==> config.mk <==
export PLATFORM = sky130hd
export DESIGN_NAME = adcai_top
export DESIGN_NICKNAME = d
export VERILOG_FILES = /design/src/logic/adcai_pkg.sv /design/src/logic/adcai_top.sv /design/src/logic/adcai_avg.sv /design/src/logic/adcai_irq.sv
export VERILOG_INCLUDE_DIRS = /design/src /design/src/logic
export SDC_FILE = /design/constraint.sdc
export NUM_CORES = 1
export LEC_CHECK = 0
export ABC_AREA = 1
export ABC_CLOCK_PERIOD_IN_PS = 4990
export BUFFER_PORTS_ARGS = -buffer_cell sky130_fd_sc_hd__buf_2
export CAP_MARGIN = 15
export CORE_ASPECT_RATIO = 0.7
export CORE_MARGIN = 2
export CORE_UTILIZATION = 30
export DETAILED_ROUTE_END_ITERATION = 7
export PLACE_DENSITY = 0.56
export SLEW_MARGIN = 25
export SYNTH_ARGS = -nofsm -noshare
export SYNTH_HDL_FRONTEND = slang
export SYNTH_SLANG_ARGS = --single-unit
==> constraint.sdc <==
create_clock -name mclk_in -period 4.99 [get_ports mclk_in]
set_input_delay 0.2495 -clock mclk_in [delete_from_list [all_inputs] [get_ports mclk_in]]
set_output_delay 0.2495 -clock mclk_in [all_outputs]
set_load 0.03 [all_outputs]
==> src/logic/adcai_defines.svh <==
// Register offsets, field positions and reset values of the averaging and interrupt block.
//----------------------------------------------------------------------------------------
//----------------------------------------------------------------------------------------
`ifndef ADCAI_DEFINES_SVH
`define ADCAI_DEFINES_SVH

// Register byte offsets.
`define ADCAI_OFS_CTRL       8'h00
`define ADCAI_OFS_IRQ_EN     8'h04
`define ADCAI_OFS_IRQ_EN_SET 8'h08
`define ADCAI_OFS_IRQ_EN_CLR 8'h0C
`define ADCAI_OFS_RAW_STAT   8'h10
`define ADCAI_OFS_MSK_STAT   8'h14
`define ADCAI_OFS_IRQ_CLR    8'h18
`define ADCAI_OFS_STAT_VIEW  8'h1C

// Control register fields.
`define ADCAI_CTRL_FACT_LSB  0
`define ADCAI_CTRL_FACT_MSB  2
`define ADCAI_CTRL_VIEW_BIT  8
`define ADCAI_FACT_MAX       3'h6

// Interrupt source field positions.
`define ADCAI_SRC_DONE_LSB   0
`define ADCAI_SRC_DMA_LSB    4
`define ADCAI_SRC_CMP_LSB    8

// Reset values.
`define ADCAI_RST_FACT       3'h0
`define ADCAI_RST_VIEW       1'h0
`define ADCAI_RST_IRQ_EN     12'h000

`endif

==> src/logic/adcai_pkg.sv <==
// Types shared by the averaging and interrupt block.
package adcai_pkg;

    // Bus slave states, one-hot.
    typedef enum logic [1:0] {
        ST_IDLE = 2'b01,
        ST_RESP = 2'b10
    } adcai_bus_state_e;

    // Register decode vector, one bit per register.
    typedef logic [7:0] adcai_sel_t;

endpackage

==> src/logic/adcai_top.sv <==
// APB slave and top level of the averaging and interrupt control block.
//
// The register addresses and the APB slave port were decided locally.
`timescale 1ns/1ns
`include "adcai_defines.svh"
module adcai_top #(
    parameter int DATA_W = 12,
    parameter int CHAN_W = 5
) (
    input  wire logic              mclk_in,
    input  wire logic              sys_rst_in,
    input  wire logic              psel_in,
    input  wire logic              penable_in,
    input  wire logic              pwrite_in,
    input  wire logic [7:0]        paddr_in,
    input  wire logic [31:0]       pwdata_in,
    input  wire logic [3:0]        pstrb_in,
    output logic [31:0]            prdata_out,
    output logic                   pready_out,
    output logic                   pslverr_out,
    input  wire logic              conv_valid_in,
    input  wire logic [DATA_W-1:0] conv_data_in,
    input  wire logic [CHAN_W-1:0] conv_chan_in,
    input  wire logic [1:0]        conv_seq_in,
    input  wire logic [3:0]        done_evt_in,
    input  wire logic [3:0]        dma_evt_in,
    input  wire logic [3:0]        cmp_evt_in,
    output logic                   fifo_push_out,
    output logic [DATA_W-1:0]      fifo_data_out,
    output logic [CHAN_W-1:0]      fifo_chan_out,
    output logic [1:0]             fifo_seq_out,
    output logic                   irq_out
);
    //------------------------------------------------------------------------------------
    // Register decode
    //------------------------------------------------------------------------------------

    // Turns a byte address into a one-hot register select; zero means unmapped.
    function automatic adcai_pkg::adcai_sel_t adcai_decode(input logic [7:0] addr);
        adcai_pkg::adcai_sel_t sel;
        sel = 8'h00;
        unique case (addr)
            `ADCAI_OFS_CTRL:       sel = 8'h01;
            `ADCAI_OFS_IRQ_EN:     sel = 8'h02;
            `ADCAI_OFS_IRQ_EN_SET: sel = 8'h04;
            `ADCAI_OFS_IRQ_EN_CLR: sel = 8'h08;
            `ADCAI_OFS_RAW_STAT:   sel = 8'h10;
            `ADCAI_OFS_MSK_STAT:   sel = 8'h20;
            `ADCAI_OFS_IRQ_CLR:    sel = 8'h40;
            `ADCAI_OFS_STAT_VIEW:  sel = 8'h80;
            default:               sel = 8'h00;
        endcase
        return sel;
    endfunction

    // Expands the two low byte strobes into a mask over the twelve source bits.
    function automatic logic [11:0] adcai_lane_mask(input logic [3:0] strb);
        return {{4{strb[1]}}, {8{strb[0]}}};
    endfunction

    //------------------------------------------------------------------------------------
    // Declarations
    //------------------------------------------------------------------------------------

    adcai_pkg::adcai_bus_state_e state_q, state_d;
    logic [31:0]            prdata_q, prdata_d;
    logic                   pready_q, pready_d;
    logic                   pslverr_q, pslverr_d;
    logic [2:0]             factor_q, factor_d;
    logic                   view_q, view_d;
    logic [11:0]            en_q, en_d;
    logic [11:0]            clr_pulse;
    logic [11:0]            evt_all;
    logic [11:0]            pending;
    logic [11:0]            masked;
    logic [11:0]            wmask;
    logic [2:0]             wfactor;
    adcai_pkg::adcai_sel_t  sel;
    logic                   commit;

    //------------------------------------------------------------------------------------
    // Interrupt sources
    //------------------------------------------------------------------------------------

    // Gathers the twelve sources into one vector: done, DMA and comparator per sequence.
    always_comb begin
        evt_all = '0;
        evt_all[`ADCAI_SRC_DONE_LSB +: 4] = done_evt_in;
        evt_all[`ADCAI_SRC_DMA_LSB +: 4]  = dma_evt_in;
        evt_all[`ADCAI_SRC_CMP_LSB +: 4]  = cmp_evt_in;
    end

    // Masked view keeps only pending flags whose enable is set.
    assign masked = pending & en_q;

    //------------------------------------------------------------------------------------
    // APB slave
    //------------------------------------------------------------------------------------

    // Every access waits one cycle; the write lands when ready is seen high.
    assign sel     = adcai_decode(paddr_in);
    assign commit  = (state_q == adcai_pkg::ST_RESP) && psel_in && penable_in;
    assign wmask   = adcai_lane_mask(pstrb_in);
    assign wfactor = pwdata_in[`ADCAI_CTRL_FACT_MSB:`ADCAI_CTRL_FACT_LSB];

    // Computes the bus state, the read answer and the register updates.
    always_comb begin
        state_d   = state_q;
        prdata_d  = prdata_q;
        pready_d  = 1'b0;
        pslverr_d = 1'b0;
        factor_d  = factor_q;
        view_d    = view_q;
        en_d      = en_q;
        clr_pulse = '0;
        unique case (state_q)
            adcai_pkg::ST_IDLE: begin
                if (psel_in && penable_in) begin
                    state_d   = adcai_pkg::ST_RESP;
                    pready_d  = 1'b1;
                    pslverr_d = (sel == 8'h00);
                    prdata_d  = 32'h0000_0000;
                    if (!pwrite_in) begin
                        if (sel[0]) begin
                            prdata_d[`ADCAI_CTRL_FACT_MSB:`ADCAI_CTRL_FACT_LSB] = factor_q;
                            prdata_d[`ADCAI_CTRL_VIEW_BIT] = view_q;
                        end
                        if (sel[1]) begin
                            prdata_d[11:0] = en_q;
                        end
                        if (sel[4]) begin
                            prdata_d[11:0] = pending;
                        end
                        if (sel[5]) begin
                            prdata_d[11:0] = masked;
                        end
                        if (sel[7]) begin
                            prdata_d[11:0] = view_q ? masked : pending;
                        end
                    end
                end
            end
            adcai_pkg::ST_RESP: begin
                state_d  = adcai_pkg::ST_IDLE;
                pready_d = 1'b0;
                if (commit && pwrite_in) begin
                    if (sel[0] && pstrb_in[0] && wfactor <= `ADCAI_FACT_MAX) begin
                        factor_d = wfactor;
                    end
                    if (sel[0] && pstrb_in[1]) begin
                        view_d = pwdata_in[`ADCAI_CTRL_VIEW_BIT];
                    end
                    if (sel[1]) begin
                        en_d = (en_q & ~wmask) | (pwdata_in[11:0] & wmask);
                    end
                    if (sel[2]) begin
                        en_d = en_q | (pwdata_in[11:0] & wmask);
                    end
                    if (sel[3]) begin
                        en_d = en_q & ~(pwdata_in[11:0] & wmask);
                    end
                    if (sel[6]) begin
                        clr_pulse = pwdata_in[11:0] & wmask;
                    end
                end
            end
        endcase
    end

    // Registers the bus state, the answer and the control registers.
    always_ff @(posedge mclk_in) begin
        if (sys_rst_in) begin
            state_q   <= adcai_pkg::ST_IDLE;
            prdata_q  <= 32'h0000_0000;
            pready_q  <= 1'b0;
            pslverr_q <= 1'b0;
            factor_q  <= `ADCAI_RST_FACT;
            view_q    <= `ADCAI_RST_VIEW;
            en_q      <= `ADCAI_RST_IRQ_EN;
        end else begin
            state_q   <= state_d;
            prdata_q  <= prdata_d;
            pready_q  <= pready_d;
            pslverr_q <= pslverr_d;
            factor_q  <= factor_d;
            view_q    <= view_d;
            en_q      <= en_d;
        end
    end

    assign prdata_out  = prdata_q;
    assign pready_out  = pready_q;
    assign pslverr_out = pslverr_q;

    //------------------------------------------------------------------------------------
    // Averaging and interrupt units
    //------------------------------------------------------------------------------------

    // One averaging unit serves every sequencer with the single factor setting.
    adcai_avg #(
        .DATA_W (DATA_W),
        .CHAN_W (CHAN_W)
    ) u_avg (
        .mclk_in       (mclk_in),
        .sys_rst_in    (sys_rst_in),
        .factor_in     (factor_q),
        .conv_valid_in (conv_valid_in),
        .conv_data_in  (conv_data_in),
        .conv_chan_in  (conv_chan_in),
        .conv_seq_in   (conv_seq_in),
        .res_valid_out (fifo_push_out),
        .res_data_out  (fifo_data_out),
        .res_chan_out  (fifo_chan_out),
        .res_seq_out   (fifo_seq_out)
    );

    // Pending flags with enable gating onto the single interrupt line.
    adcai_irq #(
        .N_SRC (12)
    ) u_irq (
        .mclk_in     (mclk_in),
        .sys_rst_in  (sys_rst_in),
        .evt_in      (evt_all),
        .clr_in      (clr_pulse),
        .en_in       (en_q),
        .pending_out (pending),
        .irq_out     (irq_out)
    );

    //------------------------------------------------------------------------------------
    // Checks
    //------------------------------------------------------------------------------------

    // A ready answer lasts one cycle and follows an access phase.
    property p_ready_one;
        @(posedge mclk_in) disable iff (sys_rst_in)
        psel_in && penable_in && !pready_q |=> pready_q ##1 !pready_q;
    endproperty
    a_ready_one: assert property (p_ready_one) else $error("Ready not one cycle.");

    // The masked status read returns raw flags gated by enables.
    property p_masked_read;
        @(posedge mclk_in) disable iff (sys_rst_in)
        state_q == adcai_pkg::ST_IDLE && psel_in && penable_in && !pwrite_in &&
        paddr_in == `ADCAI_OFS_MSK_STAT |=> prdata_q[11:0] == ($past(pending) & $past(en_q));
    endproperty
    a_masked_read: assert property (p_masked_read) else $error("Masked view wrong.");

    // An enable-set write adds its bits and keeps the others.
    property p_en_set;
        @(posedge mclk_in) disable iff (sys_rst_in)
        commit && pwrite_in && paddr_in == `ADCAI_OFS_IRQ_EN_SET && pstrb_in == 4'hF
        |=> en_q == ($past(en_q) | $past(pwdata_in[11:0]));
    endproperty
    a_en_set: assert property (p_en_set) else $error("Enable set failed.");

    // An enable-clear write removes its bits.
    property p_en_clr;
        @(posedge mclk_in) disable iff (sys_rst_in)
        commit && pwrite_in && paddr_in == `ADCAI_OFS_IRQ_EN_CLR && pstrb_in == 4'hF
        |=> (en_q & $past(pwdata_in[11:0])) == 12'h000;
    endproperty
    a_en_clr: assert property (p_en_clr) else $error("Enable clear failed.");

    // The factor never holds a code outside the seven supported ones, 0 to 6.
    property p_factor_legal;
        @(posedge mclk_in) disable iff (sys_rst_in)
        factor_q <= `ADCAI_FACT_MAX;
    endproperty
    a_factor_legal: assert property (p_factor_legal) else $error("Illegal factor held.");

    // An unmapped address answers with an error.
    property p_unmapped;
        @(posedge mclk_in) disable iff (sys_rst_in)
        state_q == adcai_pkg::ST_IDLE && psel_in && penable_in && adcai_decode(paddr_in) == 8'h00
        |=> pready_q && pslverr_q;
    endproperty
    a_unmapped: assert property (p_unmapped) else $error("Unmapped access not flagged.");

    c_clear_write: cover property (@(posedge mclk_in) disable iff (sys_rst_in)
        commit && pwrite_in && paddr_in == `ADCAI_OFS_IRQ_CLR);
endmodule

==> src/logic/adcai_avg.sv <==
// Hardware averaging of successive conversions ahead of the sequencer result FIFOs.
`timescale 1ns/1ns
module adcai_avg #(
    parameter int DATA_W = 12,
    parameter int CHAN_W = 5
) (
    input  wire logic              mclk_in,
    input  wire logic              sys_rst_in,
    input  wire logic [2:0]        factor_in,
    input  wire logic              conv_valid_in,
    input  wire logic [DATA_W-1:0] conv_data_in,
    input  wire logic [CHAN_W-1:0] conv_chan_in,
    input  wire logic [1:0]        conv_seq_in,
    output logic                   res_valid_out,
    output logic [DATA_W-1:0]      res_data_out,
    output logic [CHAN_W-1:0]      res_chan_out,
    output logic [1:0]             res_seq_out
);
    localparam int ACC_W = DATA_W + 6;

    logic [2:0]        code_q, code_d;
    logic [6:0]        count_q, count_d;
    logic [ACC_W-1:0]  acc_q, acc_d;
    logic [CHAN_W-1:0] chan_q, chan_d;
    logic              valid_q, valid_d;
    logic [DATA_W-1:0] data_q, data_d;
    logic [CHAN_W-1:0] rchan_q, rchan_d;
    logic [1:0]        rseq_q, rseq_d;
    logic [6:0]        target;
    logic              start;
    logic [ACC_W-1:0]  acc_n;
    logic [6:0]        cnt_n;

    // Accumulates conversions and emits one result per completed group.
    always_comb begin
        target  = 7'(7'h01 << factor_in);
        start   = (factor_in != code_q) || (count_q == 7'h00) || (conv_chan_in != chan_q);
        acc_n   = (start ? '0 : acc_q) + ACC_W'(conv_data_in);
        cnt_n   = start ? 7'h01 : 7'(count_q + 7'h01);
        code_d  = factor_in;
        count_d = (factor_in != code_q) ? 7'h00 : count_q;
        acc_d   = acc_q;
        chan_d  = chan_q;
        valid_d = 1'b0;
        data_d  = data_q;
        rchan_d = rchan_q;
        rseq_d  = rseq_q;
        if (conv_valid_in) begin
            rchan_d = conv_chan_in;
            rseq_d  = conv_seq_in;
            if (factor_in == 3'h0) begin
                valid_d = 1'b1;
                data_d  = conv_data_in;
                count_d = 7'h00;
            end else if (cnt_n == target) begin
                valid_d = 1'b1;
                data_d  = DATA_W'(acc_n >> factor_in);
                count_d = 7'h00;
                acc_d   = '0;
            end else begin
                count_d = cnt_n;
                acc_d   = acc_n;
                chan_d  = conv_chan_in;
            end
        end
    end

    // Registers the accumulator and the result presented to the FIFO.
    always_ff @(posedge mclk_in) begin
        if (sys_rst_in) begin
            code_q  <= 3'h0;
            count_q <= 7'h00;
            acc_q   <= '0;
            chan_q  <= '0;
            valid_q <= 1'b0;
            data_q  <= '0;
            rchan_q <= '0;
            rseq_q  <= 2'h0;
        end else begin
            code_q  <= code_d;
            count_q <= count_d;
            acc_q   <= acc_d;
            chan_q  <= chan_d;
            valid_q <= valid_d;
            data_q  <= data_d;
            rchan_q <= rchan_d;
            rseq_q  <= rseq_d;
        end
    end

    assign res_valid_out = valid_q;
    assign res_data_out  = data_q;
    assign res_chan_out  = rchan_q;
    assign res_seq_out   = rseq_q;

    // Checks of the averaging behaviour.
    property p_avg_off;
        @(posedge mclk_in) disable iff (sys_rst_in)
        conv_valid_in && factor_in == 3'h0 |=> valid_q && data_q == $past(conv_data_in);
    endproperty
    a_avg_off: assert property (p_avg_off) else $error("Unaveraged sample not passed.");

    property p_avg_rate;
        @(posedge mclk_in) disable iff (sys_rst_in)
        conv_valid_in && factor_in != 3'h0 && factor_in == code_q && count_q != 7'h00 &&
        conv_chan_in == chan_q && count_q == 7'(target - 7'h01) |=> valid_q;
    endproperty
    a_avg_rate: assert property (p_avg_rate) else $error("Group end gave no result.");

    property p_avg_one_push;
        @(posedge mclk_in) disable iff (sys_rst_in)
        !conv_valid_in |=> !valid_q;
    endproperty
    a_avg_one_push: assert property (p_avg_one_push) else $error("Push without sample.");

    property p_avg_range;
        @(posedge mclk_in) disable iff (sys_rst_in)
        count_q < 7'h40;
    endproperty
    a_avg_range: assert property (p_avg_range) else $error("Group count overran 64.");

    c_avg_64: cover property (@(posedge mclk_in) disable iff (sys_rst_in)
        valid_q && code_q == 3'h6);
endmodule

==> src/logic/adcai_irq.sv <==
// Pending flags, masking and the single interrupt output.
`timescale 1ns/1ns
module adcai_irq #(
    parameter int N_SRC = 12
) (
    input  wire logic             mclk_in,
    input  wire logic             sys_rst_in,
    input  wire logic [N_SRC-1:0] evt_in,
    input  wire logic [N_SRC-1:0] clr_in,
    input  wire logic [N_SRC-1:0] en_in,
    output logic [N_SRC-1:0]      pending_out,
    output logic                  irq_out
);
    logic [N_SRC-1:0] pend_q, pend_d;
    logic             irq_q, irq_d;

    // A fresh event overrides a clear that lands in the same cycle.
    always_comb begin
        pend_d = (pend_q & ~clr_in) | evt_in;
        irq_d  = |(pend_q & en_in);
    end

    // Registers the flags and the interrupt line.
    always_ff @(posedge mclk_in) begin
        if (sys_rst_in) begin
            pend_q <= '0;
            irq_q  <= 1'b0;
        end else begin
            pend_q <= pend_d;
            irq_q  <= irq_d;
        end
    end

    assign pending_out = pend_q;
    assign irq_out     = irq_q;

    // Checks of flag and line behaviour.
    property p_evt_kept;
        @(posedge mclk_in) disable iff (sys_rst_in)
        |evt_in |=> (pend_q & $past(evt_in)) == $past(evt_in);
    endproperty
    a_evt_kept: assert property (p_evt_kept) else $error("Event lost.");

    property p_clr_works;
        @(posedge mclk_in) disable iff (sys_rst_in)
        |(clr_in & ~evt_in) |=> (pend_q & $past(clr_in & ~evt_in)) == '0;
    endproperty
    a_clr_works: assert property (p_clr_works) else $error("Clear ignored.");

    property p_irq_masked;
        @(posedge mclk_in) disable iff (sys_rst_in)
        (pend_q & en_in) == '0 |=> !irq_q;
    endproperty
    a_irq_masked: assert property (p_irq_masked) else $error("Disabled source raised line.");

    property p_clr_drops;
        @(posedge mclk_in) disable iff (sys_rst_in)
        (pend_q & en_in) != '0 && (pend_q & en_in & ~clr_in) == '0 && evt_in == '0
        |=> (pend_q & en_in) == '0 ##1 !irq_q;
    endproperty
    a_clr_drops: assert property (p_clr_drops) else $error("Line held after clear.");

    c_collide: cover property (@(posedge mclk_in) disable iff (sys_rst_in)
        |(evt_in & clr_in & pend_q));
    c_irq_rise: cover property (@(posedge mclk_in) disable iff (sys_rst_in) $rose(irq_q));
endmodule

======== Word-level counts from Yosys, hierarchy flattened ========
Memory sizes are Yosys's and may differ from the RTL's.
Index checks and enable logic that the tools add are counted.
storage, ports and cells
  bits in registers ....................... 98
  ROM bits ................................ 256
  output and inout bits ................... 55
  logic and storage cells ................. 101
  memories kept ........................... 1
operators by class
  $add $sub $neg .......................... 2
  magnitude comparators ................... 1
  eq/ne operators ......................... 6
  shift operators ......................... 2
  muxes and demuxes ....................... 30
  bitwise logic cells ..................... 16
  reduce and logical (&&, ||, !) cells .... 26
memories
  name             depth  bits a word  read ports  clocked after Yosys merged registers in  wr ports  line             source
  (no name shown)  32     8            1           0                                        0         adcai_top.sv:42  unique case (addr)
operators by type and width
  operator                                                           count
  12-bit 2-to-1 mux                                                  14
  12-bit AND                                                         5
  18-bit 2-to-1 mux                                                  2
  12-bit inverter                                                    3
  12-bit OR                                                          3
  7-bit 2-to-1 mux                                                   5
  18-bit by 12-bit adder with 18-bit output                          1
  18-bit by 3-bit >> shifter with 12-bit output                      1
  3-bit AND reduction                                                4
  12-bit OR reduction                                                1
  8-bit logical NOT                                                  1
  8-bit 2-to-1 mux                                                   1
  7-bit by 1-bit adder with 7-bit output, second input constant      1
  7-bit == test                                                      1
  1-bit logical AND                                                  7
  7-bit logical NOT                                                  1
  1-bit by 3-bit left shift with 7-bit output, first input constant  1
  3-bit logical NOT                                                  2
  2-bit AND reduction                                                3
  5-bit != test                                                      1
  1-bit inverter                                                     5
  1-bit 2-to-1 mux                                                   4
  2-bit case mux with 2 select lines                                 1
  2-bit nonzero test                                                 2
  other kinds (12)                                                   13

======== Depth between registers and ports, before layout ========
  depth in word-level cells ............... 9
  mapped depth ............................ 29

======== Hierarchy ========
A second synthesis with hierarchy kept.
second synthesis, totals
  cells, all modules ...................... 1048
  area, all modules ....................... 6596.3 um^2
modules (own cells, without submodules)
  module     instances  cells each  area each (um^2)  seq. area each (um^2)
  adcai_avg  1          609         3885.0            1061.0
  adcai_top  1          364         2195.9            640.6
  adcai_irq  1          75          515.5             260.2

======== Least setup slack after synthesis ========
OpenSTA, ideal clock, no wires.
  path type ............................... register to register
  start ................................... register u_avg.count_q[0]
  end ..................................... register u_avg.data_q[6] (netlist: u_avg.res_data_out[6])
  arrival time ............................ 3.052 ns
  required time ........................... 4.875 ns
  path slack .............................. 1.823 ns
  cell stages (with the launch flop) ...... 25
  buffers on the path ..................... 2
  cell sequence ........................... dfxtp_1 inv_1 ha_1 inv_1 nor2_1 nand3_1 nand2_1 nor2_1 nand2_2 buf_6 clkbuf_1 nor2_1 ha_1 a21oi_1 nand2_1 nand3_1 nand3_1 xnor2_1 or2_2 nand2_1 nand2_1 nand3_1 o31ai_1 nor2_1 nor2_1
between the ends
  cells in the longest elaborated chain, start to end .. 8
  elaborated cells on any way between the ends .. 13
  classes of those cells .................. add/sub (2); eq/ne (1); shift (1); mux (4); reduce/logical (5)
RTL lines
  item                                           line             source
  start, declared                                adcai_avg.sv:22  logic [6:0] count_q, count_d;
  start signal, assigned                         adcai_avg.sv:81  count_q <= count_d;
  7-bit logical NOT                              adcai_avg.sv:37  start = (factor_in != code_q) || (count_q == 7'h00) || (conv_chan_in != chan_q);
  1-bit logical OR (2 in a row)                  adcai_avg.sv:37
  18-bit 2-to-1 mux                              adcai_avg.sv:38  acc_n = (start ? '0 : acc_q) + ACC_W'(conv_data_in);
  18-bit by 12-bit adder with 18-bit output      adcai_avg.sv:38
  18-bit by 3-bit >> shifter with 12-bit output  adcai_avg.sv:57  data_d = DATA_W'(acc_n >> factor_in);
  12-bit 2-to-1 mux                              adcai_avg.sv:55  end else if (cnt_n == target) begin
  12-bit 2-to-1 mux                              adcai_avg.sv:51  if (factor_in == 3'h0) begin
  end signal, assigned                           adcai_avg.sv:85  data_q <= data_d;
  end, declared                                  adcai_avg.sv:26  logic [DATA_W-1:0] data_q, data_d;
Parallel ways exist; a longest one is shown, timed or not. The select of a mux whose other input is x is not followed.
A chain may end at the register's enable or synchronous reset.

======== Worst setup path after layout ========
  start ................................... register factor_q[2]
  end ..................................... register u_avg.data_q[11] (netlist: u_avg.res_data_out[11])
between the ends
  cells in the longest elaborated chain, start to end .. 8
  elaborated cells on any way between the ends .. 14
  classes of those cells .................. add/sub (1); eq/ne (2); shift (2); mux (4); reduce/logical (5)
RTL lines
  item                                           line              source
  start, declared                                adcai_top.sv:69   logic [2:0] factor_q, factor_d;
  start signal, assigned                         adcai_top.sv:177  factor_q <= `ADCAI_RST_FACT;
  start signal, assigned                         adcai_top.sv:185  factor_q <= factor_d;
  3-bit != test                                  adcai_avg.sv:37
  1-bit logical OR (2 in a row)                  adcai_avg.sv:37
  18-bit 2-to-1 mux                              adcai_avg.sv:38
  18-bit by 12-bit adder with 18-bit output      adcai_avg.sv:38
  18-bit by 3-bit >> shifter with 12-bit output  adcai_avg.sv:57
  12-bit 2-to-1 mux                              adcai_avg.sv:55
  12-bit 2-to-1 mux                              adcai_avg.sv:51
Parallel ways exist; a longest one is shown, timed or not. The select of a mux whose other input is x is not followed.

==> flow_summary.toml <==
[cts]
max-clock-path-buffers = 2
htree_levels = 3
clkSlewWorstSetupHoldPaths_ns = 0.07
holdBufCountCts = 0
cts_tree = "built"
clock-sinks = 98
numCtsBuffers = 9
cts_resized = 0
cts_root_buf = "clkbuf_16"
cts_setup_buffers = 0
clk_latency_ns = 0.36

[timing]
rsz0062_at_grt = "false"
hold_viol = 0
maxSlewHeadroom_pct = 36.3
fin_setup_tns_ns = 0
fin_crit_ns = 4.15
fmax_mhz = 241
worst_pin_slew_ns = 0.952
setup_viol = 0
slew_violations = 0
finalWorstSetupSlack_ns = 0.835
clock_skew_ns = 0.00972
finalCritPeriodShare_pct = 83.3

[drt]
highest_layer = "met5"
vias_per_cell = 4.86
vias = 6659
met2_length_um = 7190
wl_met1_um = 11000
dr.pass1.iters = 7
wl_per_cell_um = 14.7
antenna_left = 0
wirelength_um = 20200
dr.first_iter.drc_count = 557
drc = 0
met3_wirelength_um = 1820

[synth]
synth_seq_cells = 98
synth_cell_types = 43
synth-main-ff-cell = "dfxtp_1"
avgSynthCellArea_um2 = 6.22
async_flop_share_pct = 0
ys_seq_area_share_pct = 30.9
synth_common_cells = "nand2_1 (279), inv_1 (119), nor2_1 (103)"
ys_top_cells_by_area = "dfxtp_1 (31%), nand2_1 (16%), a21oi_1 (7.8%), inv_1 (7.0%), nor2_1 (6.1%)"
synth_edf_count = 0
syn_inst = 1022
synth_top_area_cell = "dfxtp_1"
netlist_area_mm2 = 0.00635
yosysMostFrequentCell = "nand2_1"
yosys.area.top_type_share_pct = 30.9
ys_warn_count = 0

[floorplan]
floorplan.initialDensity_pct = 30.6
core_area_mm2 = 0.0208
die_h_um = 126
io_pins = 136
placementRows = 44
dieArea_mm2 = 0.0224
die_x_um = 178

[critical_path]
end_kind = "flop"
critPathKind = "flop to flop"
critical_path_required_ns = 5.19
slowest_stage = "dfxtp_1"
max_stage_delay_ns = 0.70
critical_path.cell_chain = "inv_2, nand2_1, nand2_1, nor2_1, and2_1, nand2_2, nor2_1, ha_1, inv_1, fa_1, inv_1, nand3_1, nand2_1, nand3_1, nand3_1, nand3b_1, nand2_1, nand2_1, nand2_1, nand2_1, nand3_1, nand3_1, nand2_1, a21oi_1"
critPathLaunch = "factor_q[2]"
critPathMaxFanout = 15
r2r_start = "factor_q[2]"
crit_path_frequent_cell = "nand2_1"
cp.arrival_ns = 4.35
crit_path_start_kind = "flop"

[global_route]
grt_pass1_vias = 6132
grt_pass1_wl_um = 32600
antenna_found_initial = 1
overflow = 0
grt_usage_pct = 18.3
grt_max_degree = 80

[final_layout]
syn_to_final_growth_pct = 14.4
stdcell_count = 1370
layout-drive-gt1-share_pct = 12.2
diodes = 0
finish.utilization_pct = 35.0
fin_nets = 1185
fill_cells = 2253

[placement]
portBuffers = 93
place_ws_ns = 0.895
place_congestion = 0.891
post-dp-hpwl_um = 14800
dp.cells = 1354

[worst_hold_path]
worstHoldStart = "conv_seq_in[0]"
hold_class = "input port to flop"

[flow_run]
max_cap_viol_count = 0

[power_and_ir_drop]
power_uw = 1810
p_per_area_mw_per_mm2 = 249
ir_drop_uv = 152
p_leak_uw = 0.00327

[outcome]
status = "complete, no violations"
## state kept, by name, indices dropped and copies added (netlist names), 2 cells and up
| name | flops |
|---|---|
| en_q | 12 |
| factor_q | 3 |
| prdata_out | 12 |
| state_q | 2 |
| u_avg.acc_q | 18 |
| u_avg.chan_q | 5 |
| u_avg.code_q | 3 |
| u_avg.count_q | 7 |
| u_avg.res_chan_out | 5 |
| u_avg.res_data_out | 12 |
| u_avg.res_seq_out | 2 |
| u_irq.pending_out | 12 |
## final timing paths
| path | to | slack (ns) | cells after the start |
|---|---|---|---|
| max | u_avg.res_data_out[11] | 0.84 | 24 |
| min reg2reg | u_avg.res_data_out[8] | 0.47 | 2 |
| max reg2reg | u_avg.res_data_out[11] | 0.84 | 24 |
| min | u_avg.res_seq_out[0] | 0.12 | 3 |
## cell type report
type / instances / area (um^2) / share of cell area, %
inverter: 124 / 465 / 6.40
clock buffer: 10 / 239 / 3.29
tap: 276 / 345 / 4.75
multi-input combinational: 757 / 3660 / 50.3
sequential: 98 / 1960 / 27.0
clock inverter: 6 / 87.6 / 1.21
timing repair buffer: 99 / 510 / 7.02
## worst max-delay path: cells and delay by family (launching register included)
| kind | cells | cell delay [ns] |
|---|---|---|
| buf+inv | 3 | 0.43 |
| simple gates | 18 | 2.23 |
| flops | 1 | 0.70 |
| fa+ha+maj | 2 | 0.58 |
| compound gates | 1 | 0.07 |
## routing by layer
metal,vias up,GRT usage (%)
met1,3010,30.0
li1,3398,-
met4,2,3.38
met5,-,0
met2,235,23.7
met3,14,4.08
## kinds of logic (layout without fill, tap and decap cells)
| kind of cell | count (synthesis) | count (layout) | share of synthesized area, % |
|---|---|---|---|
| fa+ha+maj | 15 | 15 | 3.07 |
| flops | 98 | 98 | 30.9 |
| simple gates | 493 | 493 | 32.6 |
| buf+inv | 186 | 239 | 12.7 |
| other cells | 1 | 20 | 0.0590 |
| compound gates | 211 | 211 | 18.2 |
| xor+xnor | 18 | 18 | 2.48 |
## power breakdown
| group | leakage [uW] | internal (uW) | switching [uW] |
|---|---|---|---|
| sequential | 0.000799 | 802 | 17.3 |
| combinational | 0.00231 | 56.8 | 141 |
| clock | 0.000163 | 456 | 335 |
| total | 0.00327 | 1310 | 494 |
## cell usage in the layout, fill, tap and decap left out, drive strengths merged
| cell type | count |
|---|---|
| inv | 125 |
| nand4 | 10 |
| xor2 | 10 |
| conb | 20 |
| a21o | 1 |
| buf | 99 |
| bufinv | 2 |
| nor2 | 109 |
| o21ai | 76 |
| ha | 14 |
| nor4 | 1 |
| or2 | 2 |
| nand3b | 9 |
| o22ai | 4 |
| fa | 1 |
| dfxtp | 98 |
| nand2 | 284 |
| o31ai | 2 |
| nand3 | 68 |
| and2 | 1 |
| o211ai | 7 |
| clkinv | 3 |
| o21bai | 4 |
| a221oi | 7 |
| o221ai | 4 |
| a2111oi | 1 |
| nor3 | 8 |
| and3 | 1 |
| a211oi | 4 |
| clkbuf | 10 |
| a21oi | 100 |
| xnor2 | 8 |
| a31oi | 1 |
## per-stage QoR
| stage | hold slack (ns) | instance area, um^2 |
|---|---|---|
| global route | 0.120 | 7270 |
| detailed placement | 0.453 | 6940 |
| CTS | 0.114 | 7270 |
| floorplan | 0.383 | 6430 |
| global placement | 0.447 | 6940 |
| finish | 0.118 | 7270 |
No activity file was read; power rests on OpenSTA's default activity.
